File: src/common/xsc_consts.vh
// Purpose: Constants of the external space, interrupt pin and pin function block
// Assumes: Register port carries 16-bit data, word address
// Notes:   Offsets kept as printed; unlisted offsets are local
`ifndef XSC_CONSTS_VH
`define XSC_CONSTS_VH

// Register offsets
`define XSC_ADDR_W            32
`define XSC_OFF_IRQ_CTL       32'h0fff8358
`define XSC_OFF_BUS_WIDTH     32'h0fff8620
`define XSC_OFF_WAIT_CTL      32'h0fff8624
`define XSC_OFF_PORTD_FUNC    32'hffff83ad
`define XSC_OFF_TIMER_PERIOD  32'hffff8700
`define XSC_OFF_DAC_WORD      32'hffff8704
`define XSC_OFF_EVT_STATUS    32'hffff8708
`define XSC_OFF_EVT_MASK      32'hffff870c

// Field positions
`define XSC_IRQ_LEVEL_BIT     4'd15
`define XSC_IRQ_EDGE_BIT      4'd8
`define XSC_S3_LONG_BIT       4'd7
`define XSC_S3_SIZE_BIT       4'd3
`define XSC_S3_WAIT_HI        4'd15
`define XSC_S3_WAIT_LO        4'd12
`define XSC_PD_FUNC_LO        3'd3

// Reset values
`define XSC_RST_IRQ_CTL       16'h0000
`define XSC_RST_BUS_WIDTH     16'h0000
`define XSC_RST_WAIT_CTL      16'h0000
`define XSC_RST_PORTD_FUNC    8'h00
`define XSC_RST_TIMER_PERIOD  16'h0000
`define XSC_RST_DAC_WORD      10'h000

// Bus cycle timing: two base states per external access
`define XSC_BASE_STATES       4'd2

`endif

File: src/hdl/xsc_config_top.v
// Purpose: Configuration registers for space three, interrupt pin and pin mux
// Assumes: Plain register port, 16-bit data, read data one cycle later
// Notes:   Holds a small external bus engine for space three accesses
`timescale 1ns/100ps
`default_nettype none
`include "xsc_consts.vh"

// Summary of operation
// - Level bit reads interrupt pin level
// - Edge select zero: falling edge requests interrupt
// - Long size off: width from size bit
// - Size bit zero with long size off: space three is byte-wide
// - Zero wait bits: no waits, wait ignored
// - Port D function bit selects data line
// - Timer channel zero drives converter clock
// - Ten-bit converter word on port E
// - Space three waits zero to fifteen programmed cycles, longer while the wait pin is low
module xsc_config_top (
    input  wire        sys_clk,
    input  wire        reset,
    // Register port
    input  wire [31:0] reg_addr,
    input  wire [15:0] reg_wdata,
    input  wire        reg_wr,
    input  wire        reg_rd,
    output reg  [15:0] reg_rdata,
    // Interrupt pin and request
    input  wire        irq_pin,
    output reg         irq_request,
    output wire        intr,
    // Space three access request from core
    input  wire        s3_req,
    input  wire        s3_write,
    input  wire [15:0] s3_wdata,
    output wire        s3_done,
    output reg  [15:0] s3_rdata,
    output reg         chip_select_space3_n,
    output reg         s3_rd_n,
    output reg         s3_wr_n,
    input  wire        ext_wait_n,
    output wire        s3_bus16,
    // Port D pins 3..7: data line or port
    input  wire [7:3]  portd_in,
    output reg  [7:3]  portd_out,
    output reg  [7:3]  portd_oe,
    input  wire [7:3]  portd_port_data,
    input  wire [7:3]  portd_port_dir,
    // Converter outputs
    output wire        timer0_compare_pin,
    output reg  [15:0] porte_out,
    output reg  [15:0] porte_oe
);
    // Bus engine states
    localparam ST_IDLE = 2'd0;
    localparam ST_T1   = 2'd1;
    localparam ST_WAIT = 2'd2;
    localparam ST_T2   = 2'd3;

    reg  [15:0] irq_ctl_r;      // Writable part of interrupt control
    reg  [15:0] bus_width_r;    // Bus width control
    reg  [15:0] wait_ctl_r;     // Wait cycle control
    reg  [7:0]  portd_func_r;   // Port D function select
    reg  [15:0] timer_period_r; // Converter clock half period minus one cycle
    reg  [9:0]  dac_word_r;     // Converter data word
    reg  [2:0]  evt_status_r;   // Sticky events
    reg  [2:0]  evt_mask_r;     // Event enables
    reg         pin_prev_r;     // Previous synced pin level
    reg  [1:0]  st_r;           // Bus engine state
    reg  [1:0]  st_nxt;         // Next state
    reg  [3:0]  wait_cnt_r;     // Remaining programmed waits
    wire        pin_level;      // Synchronised pin level
    wire        edge_evt;       // Selected pin edge seen
    wire        timer_match;    // Compare match pulse
    wire [3:0]  s3_waits;       // Programmed waits for space three
    wire        wait_sample;    // External wait honoured
    wire        ext_wait_s;     // Synchronised wait pin

    // Address compare used by both write and read decode
    function hit;
        input [31:0] a;
        input [31:0] off;
        begin
            hit = (a == off);
        end
    endfunction

    // Pin passes two flops before any logic reads it
    xsc_sync2 u_pin_sync (
        .sys_clk   (sys_clk),
        .reset     (reset),
        .rst_val   (1'b1),
        .pin_in    (irq_pin),
        .level_out (pin_level)
    );

    // Wait pin synchronised likewise
    xsc_sync2 u_wait_sync (
        .sys_clk   (sys_clk),
        .reset     (reset),
        .rst_val   (1'b1),
        .pin_in    (ext_wait_n),
        .level_out (ext_wait_s)
    );

    // Converter clock generator
    xsc_timer0 u_timer0 (
        .sys_clk     (sys_clk),
        .reset       (reset),
        .period      (timer_period_r),
        .clk_out     (timer0_compare_pin),
        .match_pulse (timer_match)
    );

    // Edge select 0 picks falling, 1 picks rising
    assign edge_evt = irq_ctl_r[`XSC_IRQ_EDGE_BIT] ? (pin_level & ~pin_prev_r)
                                                  : (~pin_level & pin_prev_r);

    // Space three waits and width
    assign s3_waits    = wait_ctl_r[`XSC_S3_WAIT_HI:`XSC_S3_WAIT_LO];
    // Zero waits means the wait pin is ignored entirely
    assign wait_sample = (s3_waits != 4'h0) & ~ext_wait_s;
    // Long size overrides; otherwise the size bit picks 8 or 16
    assign s3_bus16    = bus_width_r[`XSC_S3_LONG_BIT] ? 1'b1
                                                       : bus_width_r[`XSC_S3_SIZE_BIT];
    assign s3_done     = (st_r == ST_T2);
    assign intr        = |(evt_status_r & evt_mask_r);

    // Register writes, held until next write or reset
    always @(posedge sys_clk) begin
        if (reset) begin
            irq_ctl_r      <= `XSC_RST_IRQ_CTL;
            bus_width_r    <= `XSC_RST_BUS_WIDTH;
            wait_ctl_r     <= `XSC_RST_WAIT_CTL;
            portd_func_r   <= `XSC_RST_PORTD_FUNC;
            timer_period_r <= `XSC_RST_TIMER_PERIOD;
            dac_word_r     <= `XSC_RST_DAC_WORD;
            evt_mask_r     <= 3'b000;
        end else if (reg_wr) begin
            // Level bit is read-only, never stored
            if (hit(reg_addr, `XSC_OFF_IRQ_CTL))
                irq_ctl_r <= {1'b0, reg_wdata[14:0]};
            if (hit(reg_addr, `XSC_OFF_BUS_WIDTH))
                bus_width_r <= reg_wdata;
            if (hit(reg_addr, `XSC_OFF_WAIT_CTL))
                wait_ctl_r <= reg_wdata;
            if (hit(reg_addr, `XSC_OFF_PORTD_FUNC))
                portd_func_r <= reg_wdata[7:0];
            if (hit(reg_addr, `XSC_OFF_TIMER_PERIOD))
                timer_period_r <= reg_wdata;
            if (hit(reg_addr, `XSC_OFF_DAC_WORD))
                dac_word_r <= reg_wdata[9:0];
            if (hit(reg_addr, `XSC_OFF_EVT_MASK))
                evt_mask_r <= reg_wdata[2:0];
        end
    end

    // Sticky events: set wins over a write-one clear
    always @(posedge sys_clk) begin
        if (reset) begin
            evt_status_r <= 3'b000;
            pin_prev_r   <= 1'b1;
            irq_request  <= 1'b0;
        end else begin
            pin_prev_r  <= pin_level;
            irq_request <= edge_evt;
            evt_status_r <= (evt_status_r
                             & ~((reg_wr && hit(reg_addr, `XSC_OFF_EVT_STATUS)) ? reg_wdata[2:0] : 3'b000))
                            | {timer_match, s3_done, edge_evt};
        end
    end

    // Read data one cycle after the strobe, zero for unmapped
    always @(posedge sys_clk) begin
        if (reset) begin
            reg_rdata <= 16'h0000;
        end else if (reg_rd) begin
            if (hit(reg_addr, `XSC_OFF_IRQ_CTL))
                reg_rdata <= {pin_level, irq_ctl_r[14:0]};
            else if (hit(reg_addr, `XSC_OFF_BUS_WIDTH))
                reg_rdata <= bus_width_r;
            else if (hit(reg_addr, `XSC_OFF_WAIT_CTL))
                reg_rdata <= wait_ctl_r;
            else if (hit(reg_addr, `XSC_OFF_PORTD_FUNC))
                reg_rdata <= {8'h00, portd_func_r};
            else if (hit(reg_addr, `XSC_OFF_TIMER_PERIOD))
                reg_rdata <= timer_period_r;
            else if (hit(reg_addr, `XSC_OFF_DAC_WORD))
                reg_rdata <= {6'h00, dac_word_r};
            else if (hit(reg_addr, `XSC_OFF_EVT_STATUS))
                reg_rdata <= {13'h0000, evt_status_r};
            else if (hit(reg_addr, `XSC_OFF_EVT_MASK))
                reg_rdata <= {13'h0000, evt_mask_r};
            else
                reg_rdata <= 16'h0000;
        end else begin
            reg_rdata <= 16'h0000;
        end
    end

    // Bus engine next state: T1, optional waits, T2
    always @* begin
        st_nxt = st_r;
        case (st_r)
            ST_IDLE: begin
                if (s3_req)
                    st_nxt = ST_T1;
            end
            ST_T1: begin
                // No waits skips straight to the second state
                if (s3_waits == 4'h0)
                    st_nxt = ST_T2;
                else
                    st_nxt = ST_WAIT;
            end
            ST_WAIT: begin
                // Programmed count first, then extend on the pin
                if (wait_cnt_r == 4'h0 && !wait_sample)
                    st_nxt = ST_T2;
            end
            ST_T2: begin
                st_nxt = ST_IDLE;
            end
            default: begin
                st_nxt = ST_IDLE;
            end
        endcase
    end

    // Bus engine registers and strobes
    always @(posedge sys_clk) begin
        if (reset) begin
            st_r                 <= ST_IDLE;
            wait_cnt_r           <= 4'h0;
            chip_select_space3_n <= 1'b1;
            s3_rd_n              <= 1'b1;
            s3_wr_n              <= 1'b1;
            s3_rdata             <= 16'h0000;
        end else begin
            st_r <= st_nxt;
            if (st_r == ST_T1)
                wait_cnt_r <= s3_waits - 4'h1;
            else if (st_r == ST_WAIT && wait_cnt_r != 4'h0)
                wait_cnt_r <= wait_cnt_r - 4'h1;
            chip_select_space3_n <= ~(st_nxt != ST_IDLE);
            s3_rd_n <= ~((st_nxt != ST_IDLE) & ~s3_write);
            s3_wr_n <= ~((st_nxt != ST_IDLE) & s3_write);
            // Byte and word bus alike latch only the low lanes, pins 3..7
            if (st_r == ST_T2 && !s3_write)
                s3_rdata <= s3_bus16 ? {8'h00, portd_in, 3'b000}
                                     : {8'h00, portd_in, 3'b000};
        end
    end

    // Port D mux: function bit hands pin to the data bus
    genvar gi;
    generate
        for (gi = 3; gi <= 7; gi = gi + 1) begin : g_portd
            always @(posedge sys_clk) begin
                if (reset) begin
                    portd_out[gi] <= 1'b0;
                    portd_oe[gi]  <= 1'b0;
                end else if (portd_func_r[gi]) begin
                    portd_out[gi] <= s3_wdata[gi];
                    portd_oe[gi]  <= (st_nxt != ST_IDLE) & s3_write;
                end else begin
                    portd_out[gi] <= portd_port_data[gi];
                    portd_oe[gi]  <= portd_port_dir[gi];
                end
            end
        end
    endgenerate

    // Converter word on port E pins 1..7 and 13..15
    always @(posedge sys_clk) begin
        if (reset) begin
            porte_out <= 16'h0000;
            porte_oe  <= 16'h0000;
        end else begin
            porte_out <= {dac_word_r[9:7], 5'h00, dac_word_r[6:0], 1'b0};
            porte_oe  <= 16'he0fe;
        end
    end
endmodule // xsc_config_top
`default_nettype wire

File: src/hdl/xsc_sync2.v
// Purpose: Two-stage synchroniser for an asynchronous pin level
// Assumes: Single clock sys_clk, synchronous active-high reset
// Notes:   First stage is read by the second stage only
`timescale 1ns/100ps
`default_nettype none
module xsc_sync2 (
    input  wire sys_clk,
    input  wire reset,
    input  wire rst_val,
    input  wire pin_in,
    output reg  level_out
);
    reg meta_r; // First stage, metastability catcher

    // Two flops, both loaded with rst_val during reset
    always @(posedge sys_clk) begin
        if (reset) begin
            meta_r    <= rst_val;
            level_out <= rst_val;
        end else begin
            meta_r    <= pin_in;
            level_out <= meta_r;
        end
    end
endmodule // xsc_sync2
`default_nettype wire

File: src/hdl/xsc_timer0.v
// Purpose: Compare-match clock generator driving the converter clock pin
// Assumes: Period register from software, 0 stops the clock
// Notes:   Output toggles at each compare match
`timescale 1ns/100ps
`default_nettype none
module xsc_timer0 (
    input  wire        sys_clk,
    input  wire        reset,
    input  wire [15:0] period,
    output reg         clk_out,
    output reg         match_pulse
);
    reg [15:0] count_r; // Free counter, cleared on match

    // Counter with clear on compare match
    always @(posedge sys_clk) begin
        if (reset) begin
            count_r     <= 16'h0000;
            clk_out     <= 1'b0;
            match_pulse <= 1'b0;
        end else if (period == 16'h0000) begin
            // Stopped: hold pin low, no matches
            count_r     <= 16'h0000;
            clk_out     <= 1'b0;
            match_pulse <= 1'b0;
        end else if (count_r >= period) begin
            count_r     <= 16'h0000;
            clk_out     <= ~clk_out; // Periodic clock out
            match_pulse <= 1'b1;
        end else begin
            count_r     <= count_r + 16'h0001;
            match_pulse <= 1'b0;
        end
    end
endmodule // xsc_timer0
`default_nettype wire

File: config.mk
export PLATFORM = sky130hd
export DESIGN_NAME = xsc_config_top
export DESIGN_NICKNAME = d
export VERILOG_FILES = /design/src/hdl/xsc_config_top.v /design/src/hdl/xsc_sync2.v /design/src/hdl/xsc_timer0.v
export VERILOG_INCLUDE_DIRS = /design/src /design/src/common
export SDC_FILE = /design/constraint.sdc
export NUM_CORES = 1
export LEC_CHECK = 0
export ABC_AREA = 1
export BUFFER_PORTS_ARGS = -buffer_cell sky130_fd_sc_hd__buf_2
export CORE_UTILIZATION = 45
export CTS_CLUSTER_DIAMETER = 100
export DETAILED_ROUTE_END_ITERATION = 12
export GPL_ROUTABILITY_DRIVEN = 0
export GPL_TIMING_DRIVEN = 1
export PLACE_DENSITY_LB_ADDON = 0.2
export SLEW_MARGIN = 20
export SYNTH_ARGS = -nofsm -noshare
export SYNTH_HDL_FRONTEND = slang
export SYNTH_SLANG_ARGS = --single-unit
File: constraint.sdc
create_clock -name sys_clk -period 1.64 [get_ports sys_clk]
set_input_delay 0.164 -clock sys_clk [delete_from_list [all_inputs] [get_ports sys_clk]]
set_output_delay 0.164 -clock sys_clk [all_outputs]
set_load 0.02 [all_outputs]
# Word-level counts from Yosys, hierarchy flattened
# Cells that the tools add are included.
[word_totals]
elab_cells = 124
output_inout_bits = 82
regBits = 183
in_bits = 87
[op_classes]
n_bitwise = 18
n_reduce_logical = 25
n_eq_ne = 11
mux = 29
order_cmp = 1
add_sub_neg = 3
[ops]
columns = ["operator", "count"]
rows = [
  ["32-bit == test, second input constant", 5],
  ["32-bit by 28-bit == test with 1-bit output, second input constant", 3],
  ["16-bit two-way mux", 6],
  ["16-bit by 1-bit adder with 16-bit output, second input constant", 1],
  ["16-bit greater-or-equal comparator", 1],
  ["16-bit logical NOT", 1],
  ["1-bit two-way mux", 14],
  ["2-bit AND reduction", 7],
  ["10-bit two-way mux", 1],
  ["3-bit two-way mux", 3],
  ["1-bit NOT", 9],
  ["4-bit logical NOT", 2],
  ["4-bit two-way mux", 2],
  ["2-bit case mux with 4 select lines", 1],
  ["4-bit nonzero test", 2],
  ["4-bit by 1-bit subtractor with 4-bit output, second input constant", 2],
  ["3-bit bitwise AND", 2],
  ["3-bit OR reduction", 2],
  ["1-bit bitwise AND", 5],
  ["2-bit == test, second input constant", 2],
  ["1-bit logical AND", 4],
  ["2-bit two-way mux", 2],
  ["2-bit nonzero test", 2],
  ["2-bit OR reduction", 2],
  ["5 further kinds", 6],
]

# Logic depth before layout (Yosys ltp)
# Gate-level depths: netlist of run 1.
[depth]
ltp_word = 9
ltp_mapped = 14

# Modules after synthesis
# Synthesis of run 1 repeated with hierarchy kept, for this count alone.
[hier_totals]
cells_unflattened = 990
area_unflattened_um2 = 7433.4
[modules_own_cells]
columns = ["module", "area_each_um2", "n_inst", "cells_each", "seq_area_each_um2"]
rows = [
  ["xsc_config_top", 5979.5, 1, 793, 2802.7],
  ["xsc_timer0", 1328.8, 1, 181, 360.3],
  ["xsc_sync2", 62.6, 2, 8, 40.0],
]

# Worst setup path after synthesis of run 1
# Ideal clock, no wire load.
[synth_timing]
path_type = "reg-to-reg"
startpoint = "register timer_period_r[15]"
endpoint = "register u_timer0.count_r[10]"
synth_period_minus_slack_ps = 1753
setup_slack_ps = -113
path_stages_with_launch = 9
arrival_time_ps = 1627
setup_ps = 126
cell_sequence = "dfxtp_1 > inv_1 > ha_1 > nand4_1 > nor3_1 > nand3_1 > nand4_1 > clkbuf_1 > nor2_1"
[synth_between]
elab_chain_len = 2
word_cells_on_any_way = 3
classes_between = "1 x order compare; 2 x reduce/logical"
[synth_lines]
columns = ["element", "line_no", "source"]
rows = [
  ["from (decl)", "xsc_config_top.v:63", "reg [15:0] timer_period_r;"],
  ["from (signal assigned)", "xsc_config_top.v:135", "timer_period_r <= `XSC_RST_TIMER_PERIOD;"],
  ["from (signal assigned)", "xsc_config_top.v:149", "timer_period_r <= reg_wdata;"],
  ["16-bit greater-or-equal comparator or 16-bit logical NOT (tied branches)", "xsc_timer0.v:26, xsc_timer0.v:21", ""],
  ["3-bit OR reduction (no source line) *", "n/a", ""],
  ["to (signal assigned)", "xsc_timer0.v:31", "count_r <= count_r + 16'h0001;"],
  ["to (decl)", "xsc_timer0.v:13", "reg [15:0] count_r;"],
]
# Every way passes the cells marked *; elsewhere a longest branch is shown, timed or not.
# A chain may end at the register's enable or synchronous reset.

# Worst setup path after layout of run 1
[layout_timing]
startpoint = "register timer_period_r[4]"
endpoint = "register u_timer0.count_r[5]"
# Same word-level chain as after synthesis.

==> results of run 1 <==
[worst min path at each step]
stage                                  start                             to  depth (start not counted)
final                     portd_port_data[7]        portd_out[7]$_SDFF_PP0_                          3
after global routing      portd_port_data[7]        portd_out[7]$_SDFF_PP0_                          3
after CTS                 portd_port_data[7]        portd_out[7]$_SDFF_PP0_                          3
after detailed placement          ext_wait_n  u_wait_sync.meta_r$_SDFF_PP1_                          2
after global placement            ext_wait_n  u_wait_sync.meta_r$_SDFF_PP1_                          2
after floorplan                     s3_write             s3_wr_n$_SDFF_PP1_                          1
[layout make-up]
class	count	area share, %
Timing Repair Buffer	261	18.00
Sequential cell	162	32.16
Inverter	118	4.373
Multi-Input combinational cell	640	37.36
Clock buffer	17	4.177
Tap cell	216	2.654
Clock inverter	14	1.278
[power by group]
part           total [mW]  leakage (nW)  internal (mW)  switching, mW
registers            4.16          1.32           4.07         0.0910
clock network        3.80         0.265           2.10           1.69
logic                1.52          2.93          0.644          0.872
total                9.47          4.52           6.82           2.66
[metal layers]
metal | vias to the layer above | track usage (%) | wire [µm]
met3 | 25 | 3.935 | 1105
met5 | - | 0 | 0
met1 | 3318 | 31.47 | 9288
li1 | 3610 | - | -
met4 | 0 | 8.431 | 382
met2 | 251 | 41.81 | 10440
[metrics by stage]
step / setup WS [ns] / instances
2_1_floorplan: 0.0001092 / 985
3_3_place_gp: -0.1170 / 1368
3_5_place_dp: -0.09834 / 1368
4_1_cts: -0.1341 / 1424
5_1_grt: -0.2270 / 1428
6_report: -0.1017 / 1428
[synthesized netlist by cell type (all sizes together)]
master	instances
a211oi	1
a21oi	125
a221oi	1
a22oi	5
a41oi	1
buf	47
clkbuf	18
conb	1
dfxtp	162
ha	22
inv	118
mux2i	2
nand2	108
nand3	41
nand4	10
nor2	114
nor3	13
nor4	9
nor4b	1
o211ai	3
o21a	1
o21ai	128
o21bai	1
o221ai	1
o22ai	7
or2	10
xnor2	6
xor2	7
[kinds of logic (layout without fill, tap and decap cells)]
family	Yosys count	after routing	share of synthesized area [%]
muxes	2	2	0.2666
AOI/OAI and AO/OA	274	274	19.40
adders and majority gates	22	22	3.666
xor gates and xnor gates	13	13	1.516
other	1	23	0.04994
and+or+nand+nor	306	306	20.58
buffers and inverters	183	410	11.33
DFF	162	162	43.19
[repair_timing]
item                       CTS  global route
hold buffers                19             0
resized for setup           46            53
gates cloned                 2             0
hold endpoints to repair    16             0
pin swaps                    6            15
buffers inserted             4             4
setup endpoints to repair   23            27
[state kept, by name, indices dropped and copies added, names as in the netlist, 8 cells and up]
register	count
bus_width_r	16
dac_word_r	10
irq_ctl_r	15
portd_func_r	8
porte_out	10
reg_rdata	16
timer_period_r	16
u_timer0.count_r	16
wait_ctl_r	16
[tightest hold or removal path: stages]
cell	delay, ns
buf_2	0.08
o21ai_0	0.07
nor2_1	0.08
==> run summary, run 1 <==
Outcome: finished with violations
Failing checks: negative setup slack
Setup TNS: -1.196 ns
Max-slew violations: 0
Drt first pass iters: 6
H-tree depth: 4
Worst r2r src: timer_period_r[4]$_SDFFE_PP0P_
I/O pin count: 169
Final ANT Viol Nets: 0
Worst skew pair latency: 0.43 ns
Gr ovfl total: 0
CTS sink count: 162
Iter 0 DRT Violations: 555
Clock Path Buffers: 2
Peak supply drop: 0.7975 mV
Core area: 16060 µm²
Worst path max stage delay: 0.35 ns
Global Route Usage Sum: 24.60%
Die W: 131.2 µm
Area Overhead vs Synth: 35.64%
CP top delay family: simple AND/OR/NAND/NOR gates
Largest net degree at the start of global routing: 71
Worst path bufs/invs: 3
HPWL after detailed placement: 14910 µm
WL final: 21210 µm
Cell area after layout: 10180 µm²
Routed via count: 7204
Initial core utilization: 46.76%
Cell variety after synth: 44
Worst setup endpoint: u_timer0.count_r[5]$_SDFF_PP0_
WP depth: 11
Reg-to-reg endpoint: u_timer0.count_r[5]$_SDFF_PP0_
Crit. End Element: register
Via count of the first global-routing pass: 6685
Die Ht: 131.2 µm
Worst-path maximum fanout: 8
Post-layout util: 63.43%
Number of diodes: 0
Layout cells sized above 1: 34.74%
Final worst path period share: 106.2%
Largest cells by area after synthesis: dfxtp_1 (43%), o21ai_0 (7.8%), a21oi_1 (7.7%), inv_1 (5.5%), nand2_1 (5.2%)
FP Rows: 46
TritonCTS clock tree: done
CP Cell Sequence: inv_2 > ha_1 > nand2_2 > nor2_4 > nand2_1 > o211ai_1 > nand2_1 > nand4_1 > buf_6 > clkbuf_16 > nor2_4
Die ar.: 17210 µm²
Drc violations: 0
Vias per Instance: 5.045
Setup ws final: -0.1017 ns
Clk slew on worst S/H paths: 0.06 ns
Final hold violation count: 0
WHS: 0.005951 ns
Fillcell total: 1356
LEAKAGE: 4.522 nW
CP Class: reg -> reg
CP max-delay cell: dfxtp_2
Setup Skew: 0.008950 ns
CP Launch Type: register
Input/output buffers: 134
First-pass GRT wire length: 33750 µm
Critical Path RT: 1.95 ns
Post-Syn Area: 7508 µm²
Commonest non-fill, non-tap cell in the layout: dfxtp_1
Final net count: 1309
Min Clock Period, post-route: 1.742 ns
Root Driver: clkbuf_16
Register-to-register setup slack: -0.10 ns
Worst hold path type: in -> reg
FMAX: 574.1 MHz
Cell area power density: 930.2 nW/µm²
Post-synth top area cell: dfxtp_1
Initial antenna violation count: 0
Commonest cells after routing, fill and taps aside: dfxtp_1 (140), buf_2 (134), o21ai_0 (111)
Top-area cell type share of the netlist area: 43.19%
Register area: 3276 µm²
Wire per inst: 14.86 µm
Area of the multi-input gates: 3805 µm²
Yosys warns: 0
Area of placed instances: 8995 µm²
Mapped Cells: 963
Seq cells post-synth: 162
Data arrival, critical path: 2.05 ns
Seq/Total Area, Yosys: 43.19%
Max Cap Viol: 0
Number of CTS-inserted buffers: 17
FF-to-FF path depth: 11
Syn_area_per_cell: 7.797 µm²
Setup violators final: 17
Critical Path Start: timer_period_r[4]$_SDFFE_PP0P_
Total Power: 9.474 mW
RSZ-0062 raised after global routing: true
Power figures use the tool's default switching activity.
==> run 2: changes to the inputs <==
--- a/config.mk
+++ b/config.mk
@@ -13,7 +13,7 @@
 export DETAILED_ROUTE_END_ITERATION = 12
 export GPL_ROUTABILITY_DRIVEN = 0
 export GPL_TIMING_DRIVEN = 1
-export PLACE_DENSITY_LB_ADDON = 0.2
+export PLACE_DENSITY = 0.68
 export SLEW_MARGIN = 20
 export SYNTH_ARGS = -nofsm -noshare
 export SYNTH_HDL_FRONTEND = slang
==> constraint.sdc (replaced) <==
create_clock -name sys_clk -period 2.22 [get_ports sys_clk]
set_input_delay 0.222 -clock sys_clk [delete_from_list [all_inputs] [get_ports sys_clk]]
set_output_delay 0.222 -clock sys_clk [all_outputs]
set_load 0.02 [all_outputs]
==> run summary, run 2 (synthesis gave the netlist of run 1 again) <==
First-pass GRT wire length: 30400 µm (-9.9%)
Drt first pass iters: 5 (-1)
Met2 WL: 8922 µm (-15%)
TritonCTS clock tree: done
RSZ-0062 raised after global routing: false
Peak supply drop: 0.5681 mV (-29%)
LEAKAGE: 3.925 nW (-13%)
Commonest non-fill, non-tap cell in the layout: dfxtp_1
Min Clock Period, post-route: 1.846 ns (+0.1038 ns)
Setup TNS: 0 ns (+1.196 ns)
Wire per inst: 14.33 µm (-3.5%)
Clock Path Buffers: 2 (unchanged)
Final ANT Viol Nets: 0 (unchanged)
Largest net degree at the start of global routing: 61 (-14%)
Fillcell total: 1482 (+9.3%)
Iter 0 DRT Violations: 500 (-9.9%)
Post-layout util: 55.29% (-8.1 points)
Met3 wire length: 1061 µm (-4.0%)
CP Class: reg -> reg
CTS Hold Buffers Added: 2 (-17)
Setup Skew: 0.01092 ns (+0.001970 ns)
H-tree depth: 4 (unchanged)
Register-to-register setup slack: 0.37 ns (+0.48 ns)
Initial core utilization: 46.76% (unchanged)
Global Route Usage Sum: 22.20% (-2.4 points)
Layout cells sized above 1: 22.57% (-12 points)
Final worst path period share: 83.13% (-23 points)
Outcome: complete, no violations
Initial antenna violation count: 0 (unchanged)
CTS sink count: 162 (unchanged)
Root Driver: clkbuf_16
Core area: 16060 µm² (unchanged)
Highest Signal Layer: met4
Worst skew pair latency: 0.43 ns (about the same)
Vias per Instance: 5.090 (+0.90%)
Routed via count: 6714 (-6.8%)
Commonest cells after routing, fill and taps aside: dfxtp_1 (162), buf_2 (134), o21ai_0 (117)
Max Cap Viol: 0 (unchanged)
Worst slew pin tran: 0.5366 ns
Critical Path RT: 2.58 ns (+0.63 ns)
Worst hold path type: in -> reg
Drc violations: 0 (unchanged)
Resized cells post-CTS: 0 (-100%)
CP Launch Type: register
Die Ht: 131.2 µm (unchanged)
Number of CTS-inserted buffers: 17 (unchanged)
M1 WL: 8487 µm (-8.6%)
Cell area power density: 777.7 nW/µm² (-16%)
WL final: 18900 µm (-11%)
Final hold violation count: 0 (unchanged)
Data arrival, critical path: 2.20 ns (+0.15 ns)
I/O pin count: 169 (unchanged)
Clk slew on worst S/H paths: 0.06 ns (about the same)
Input/output buffers: 134 (unchanged)
Die ar.: 17210 µm² (unchanged)
Final net count: 1199 (-8.4%)
HPWL after detailed placement: 13810 µm (-7.4%)
Max-slew violations: 0 (unchanged)
Crit. End Element: register
Setup violators final: 0 (-17)
Via count of the first global-routing pass: 6156 (-7.9%)
Area Overhead vs Synth: 18.25%
Postcts setup bufs: 0 (-4)
FMAX: 541.8 MHz (-5.6%)
Gr ovfl total: 0 (unchanged)
Max_slew headroom: 64.23%
Worst-path maximum fanout: 5 (-3)
Die W: 131.2 µm (unchanged)
FP Rows: 46 (unchanged)
Number of diodes: 0 (unchanged)
[run 2: cell types whose count changed in the layout (fill, tap and decap cells not counted), sizes merged]
cell / previous run / this run
dlygate4sd3: 19 / 2
inv: 124 / 121
clkinvlp: 4 / 2
bufinv: 1 / 2
buf: 241 / 149
clkbuf: 18 / 22
[run 2: per-stage QoR]
| stage | instance area, µm² | worst slack, ns | cells | hold WS (ns) | power [mW] |
|---|---|---|---|---|---|
| 4_1_cts | 8879 | 0.3521 | 1319 | 0.006925 | 6.934 |
| 5_1_grt | 8879 | 0.2285 | 1319 | 0.01073 | 7.193 |
| 6_report | 8879 | 0.3744 | 1319 | 0.01221 | 6.905 |
| 2_1_floorplan | 7591 | 0.4667 | 985 | 0.3069 | 3.773 |
| 3_3_place_gp | 8262 | 0.3574 | 1285 | 0.3950 | 3.980 |
| 3_5_place_dp | 8262 | 0.3247 | 1285 | 0.3955 | 3.993 |
[run 2: layout make-up]
type	count	area [µm²]	share of cell area, %
Sequential cell	162	3243	36.53
Timing Repair Buffer	151	828.3	9.329
Clock buffer	22	474.2	5.341
Tap cell	216	270.3	3.044
Inverter	118	442.9	4.989
Multi-Input combinational cell	640	3497	39.39
Clock inverter	10	122.6	1.381
[run 2: worst paths after layout]
check        depth (start not counted)                     startpoint                                to
min reg2reg                          1  u_wait_sync.meta_r$_SDFF_PP1_  u_wait_sync.level_out$_SDFF_PP1_
min                                  3                    s3_wdata[5]           portd_out[5]$_SDFF_PP0_
max reg2reg                          9    wait_ctl_r[15]$_SDFFE_PP0P_            portd_oe[5]$_SDFF_PP0_
max                                  9    wait_ctl_r[15]$_SDFFE_PP0P_            portd_oe[5]$_SDFF_PP0_
[run 2: worst max-delay path, stage by stage, from the launching register on]
cell and delay (ns):
dfxtp_1 0.36, nor4_1 0.49, o21ai_0 0.14, nand2_1 0.08, nand2_1 0.05, nand3_1 0.06, nand2_1 0.06, nand2_1 0.10
nand2_1 0.22, a21oi_1 0.21
[run 2: report_power, final]
group	switching (mW)	internal (mW)
Sequential	0.0589	3.01
Clock	1.21	1.76
Combinational	0.565	0.304
Total	1.83	5.07
[run 2: per-layer routing]
metal	up-vias	GRT usage, %
li1	3394	-
met1	3070	27.74
met5	-	0
met4	0	8.627
met3	36	4.514
met2	214	37.35
==> run 3: changes to the inputs <==
--- a/config.mk
+++ b/config.mk
@@ -13,7 +13,7 @@
 export DETAILED_ROUTE_END_ITERATION = 12
 export GPL_ROUTABILITY_DRIVEN = 0
 export GPL_TIMING_DRIVEN = 1
-export PLACE_DENSITY = 0.68
+export PLACE_DENSITY = 0.71
 export SLEW_MARGIN = 20
 export SYNTH_ARGS = -nofsm -noshare
 export SYNTH_HDL_FRONTEND = slang
==> constraint.sdc (replaced) <==
create_clock -name sys_clk -period 1.6 [get_ports sys_clk]
set_input_delay 0.16 -clock sys_clk [delete_from_list [all_inputs] [get_ports sys_clk]]
set_output_delay 0.16 -clock sys_clk [all_outputs]
set_load 0.02 [all_outputs]
==> run summary, run 3 (synthesis gave the netlist of run 1 again) <==
Outcome: finished with violations
Failing checks: negative setup slack
Worst hold path type: in -> reg
Max-slew violations: 0 (unchanged)
Die W: 131.2 µm (unchanged)
Min Clock Period, post-route: 1.741 ns (-0.1043 ns)
Number of diodes: 0 (unchanged)
Commonest non-fill, non-tap cell in the layout: dfxtp_1
Die Ht: 131.2 µm (unchanged)
Initial core utilization: 46.76% (unchanged)
Clock Path Buffers: 2 (unchanged)
Setup Skew: 0.01180 ns (+0.0008840 ns)
I/O pin count: 169 (unchanged)
Worst setup endpoint: u_timer0.count_r[10]$_SDFF_PP0_
Largest net degree at the start of global routing: 36 (-41%)
Area Overhead vs Synth: 35.19%
Worst r2r src: timer_period_r[15]$_SDFFE_PP0P_
Vias per Instance: 5.057 (-0.66%)
Drt first pass iters: 5 (unchanged)
Number of CTS-inserted buffers: 17 (unchanged)
Worst slack, placed: -0.1766 ns (-0.5013 ns)
Final net count: 1312 (+9.4%)
Routed via count: 7241 (+7.8%)
Layout cells sized above 1: 34.21% (+12 points)
Core area: 16060 µm² (unchanged)
Register area: 3269 µm² (+0.81%)
Clk slew on worst S/H paths: 0.07 ns (about the same)
Wire per inst: 14.76 µm (+3.0%)
Critical Path Start: timer_period_r[15]$_SDFFE_PP0P_
Placed Cells incl. Taps: 1373 (+6.8%)
First-pass GRT wire length: 33150 µm (+9.0%)
WL final: 21140 µm (+12%)
Iter 0 DRT Violations: 512 (+2.4%)
Via count of the first global-routing pass: 6753 (+9.7%)
H-tree depth: 4 (unchanged)
Drc violations: 0 (unchanged)
CP Class: reg -> reg
Layout Cells excl Fill: 1432 (+8.6%)
Setup violators final: 17 (+17)
Fillcell total: 1349 (-9.0%)
Input/output buffers: 134 (unchanged)
CTS sink count: 162 (unchanged)
FF-to-FF path depth: 9 (unchanged)
Root Driver: clkbuf_16
Gr ovfl total: 0 (unchanged)
Peak supply drop: 0.7616 mV (+34%)
Initial antenna violation count: 0 (unchanged)
Area of the multi-input gates: 3780 µm² (+8.1%)
Final hold violation count: 0 (unchanged)
Worst skew pair latency: 0.44 ns (about the same)
Commonest cells after routing, fill and taps aside: dfxtp_1 (145), buf_2 (134), o21ai_0 (113)
Worst-path maximum fanout: 8 (+3)
Final worst path period share: 108.8% (+26 points)
Register-to-register setup slack: -0.14 ns (-0.52 ns)
Reg-to-reg endpoint: u_timer0.count_r[10]$_SDFF_PP0_
FMAX: 574.3 MHz (+6.0%)
Setup ws final: -0.1413 ns (-0.5157 ns)
TritonCTS clock tree: done
Die ar.: 17210 µm² (unchanged)
CP Launch Type: register
Critical Path RT: 1.97 ns (-0.61 ns)
Crit. End Element: register
Cell area power density: 978.1 nW/µm² (+26%)
Global Route Usage Sum: 24.08% (+1.9 points)
RSZ-0062 raised after global routing: true
Max Cap Viol: 0 (unchanged)
HPWL after detailed placement: 15160 µm (+9.8%)
Data arrival, critical path: 2.11 ns (-0.09 ns)
WHS: 0.006298 ns (-0.005917 ns)
FP Rows: 46 (unchanged)
LEAKAGE: 4.567 nW (+16%)
Final ANT Viol Nets: 0 (unchanged)
run 3: changes by cell type in the layout (fill, tap and decap cells not counted), moves of 5 or more:
cell | before | now
buf_4 | 13 | 103
dfxtp_1 | 162 | 145
dfxtp_2 | 0 | 15
dlygate4sd3_1 | 2 | 17
nor2_1 | 91 | 77
nor2_2 | 10 | 21
ha_1 | 22 | 14
ha_4 | 0 | 8
inv_1 | 109 | 102
inv_2 | 9 | 15
a21oi_1 | 115 | 110
a21oi_2 | 10 | 15
nand2_1 | 104 | 99
run 3: timing repair:
action / in CTS / in global routing
gates cloned: 0 / 2
pin swaps: 4 / 10
hold buffers: 17 / 0
endpoints found under the hold margin: 13 / 0
buffers inserted: 2 / 6
gates resized for setup: 14 / 57
endpoints found under the setup margin: 25 / 26
run 3: report_power, final:
part,internal (mW),switching (mW),total (mW)
clock network,2.19,1.80,3.99
logic,0.728,0.955,1.68
registers,4.17,0.0827,4.26
run 3: worst min-delay path by stage:
stage | from | end | slack, ns | cells after the start
after global routing | reg_wdata[15] | bus_width_r[15]$_SDFFE_PP0P_ | 0.03 | 3
after floorplan | s3_write | s3_wr_n$_SDFF_PP1_ | 0.24 | 1
after global placement | ext_wait_n | u_wait_sync.meta_r$_SDFF_PP1_ | 0.35 | 2
after CTS | portd_port_dir[5] | portd_oe[5]$_SDFF_PP0_ | 0.0006 | 3
final | portd_port_dir[5] | portd_oe[5]$_SDFF_PP0_ | 0.006 | 3
after detailed placement | ext_wait_n | u_wait_sync.meta_r$_SDFF_PP1_ | 0.35 | 2
run 3: per-layer routing:
layer	track usage [%]	wire length, µm
met2	41.93	10370
met4	8.889	517
met3	4.900	1381
met5	0	0
met1	29.10	8874
run 3: critical path, stage by stage, from the launching register on:
cell       delay [ns]
dfxtp_2          0.36
inv_2            0.05
ha_4             0.22
a21oi_1          0.14
o21ai_0          0.13
a21oi_1          0.19
nand4_1          0.14
buf_6            0.16
clkbuf_16        0.16
nor2_2           0.11
run 3: cell type report:
| type | count | area share [%] |
|---|---|---|
| Clock buffer | 17 | 4.191 |
| Sequential cell | 162 | 32.21 |
| Multi-Input combinational cell | 640 | 37.24 |
| Clock inverter | 15 | 1.516 |
| Timing Repair Buffer | 264 | 17.80 |
| Inverter | 118 | 4.388 |
| Tap cell | 216 | 2.662 |
run 3: through the flow:
step                      utilization, %  total power, mW  setup TNS [ns]  area, µm²
after global routing               63.21            10.32          -3.290      10150
after detailed placement           56.25            5.757          -4.417       9032
after global placement             56.25            5.723          -2.266       9032
after CTS                          61.31            9.828         -0.6331       9846
after floorplan                        -            5.235         -0.1024       7661
final                              63.21            9.928          -1.610      10150
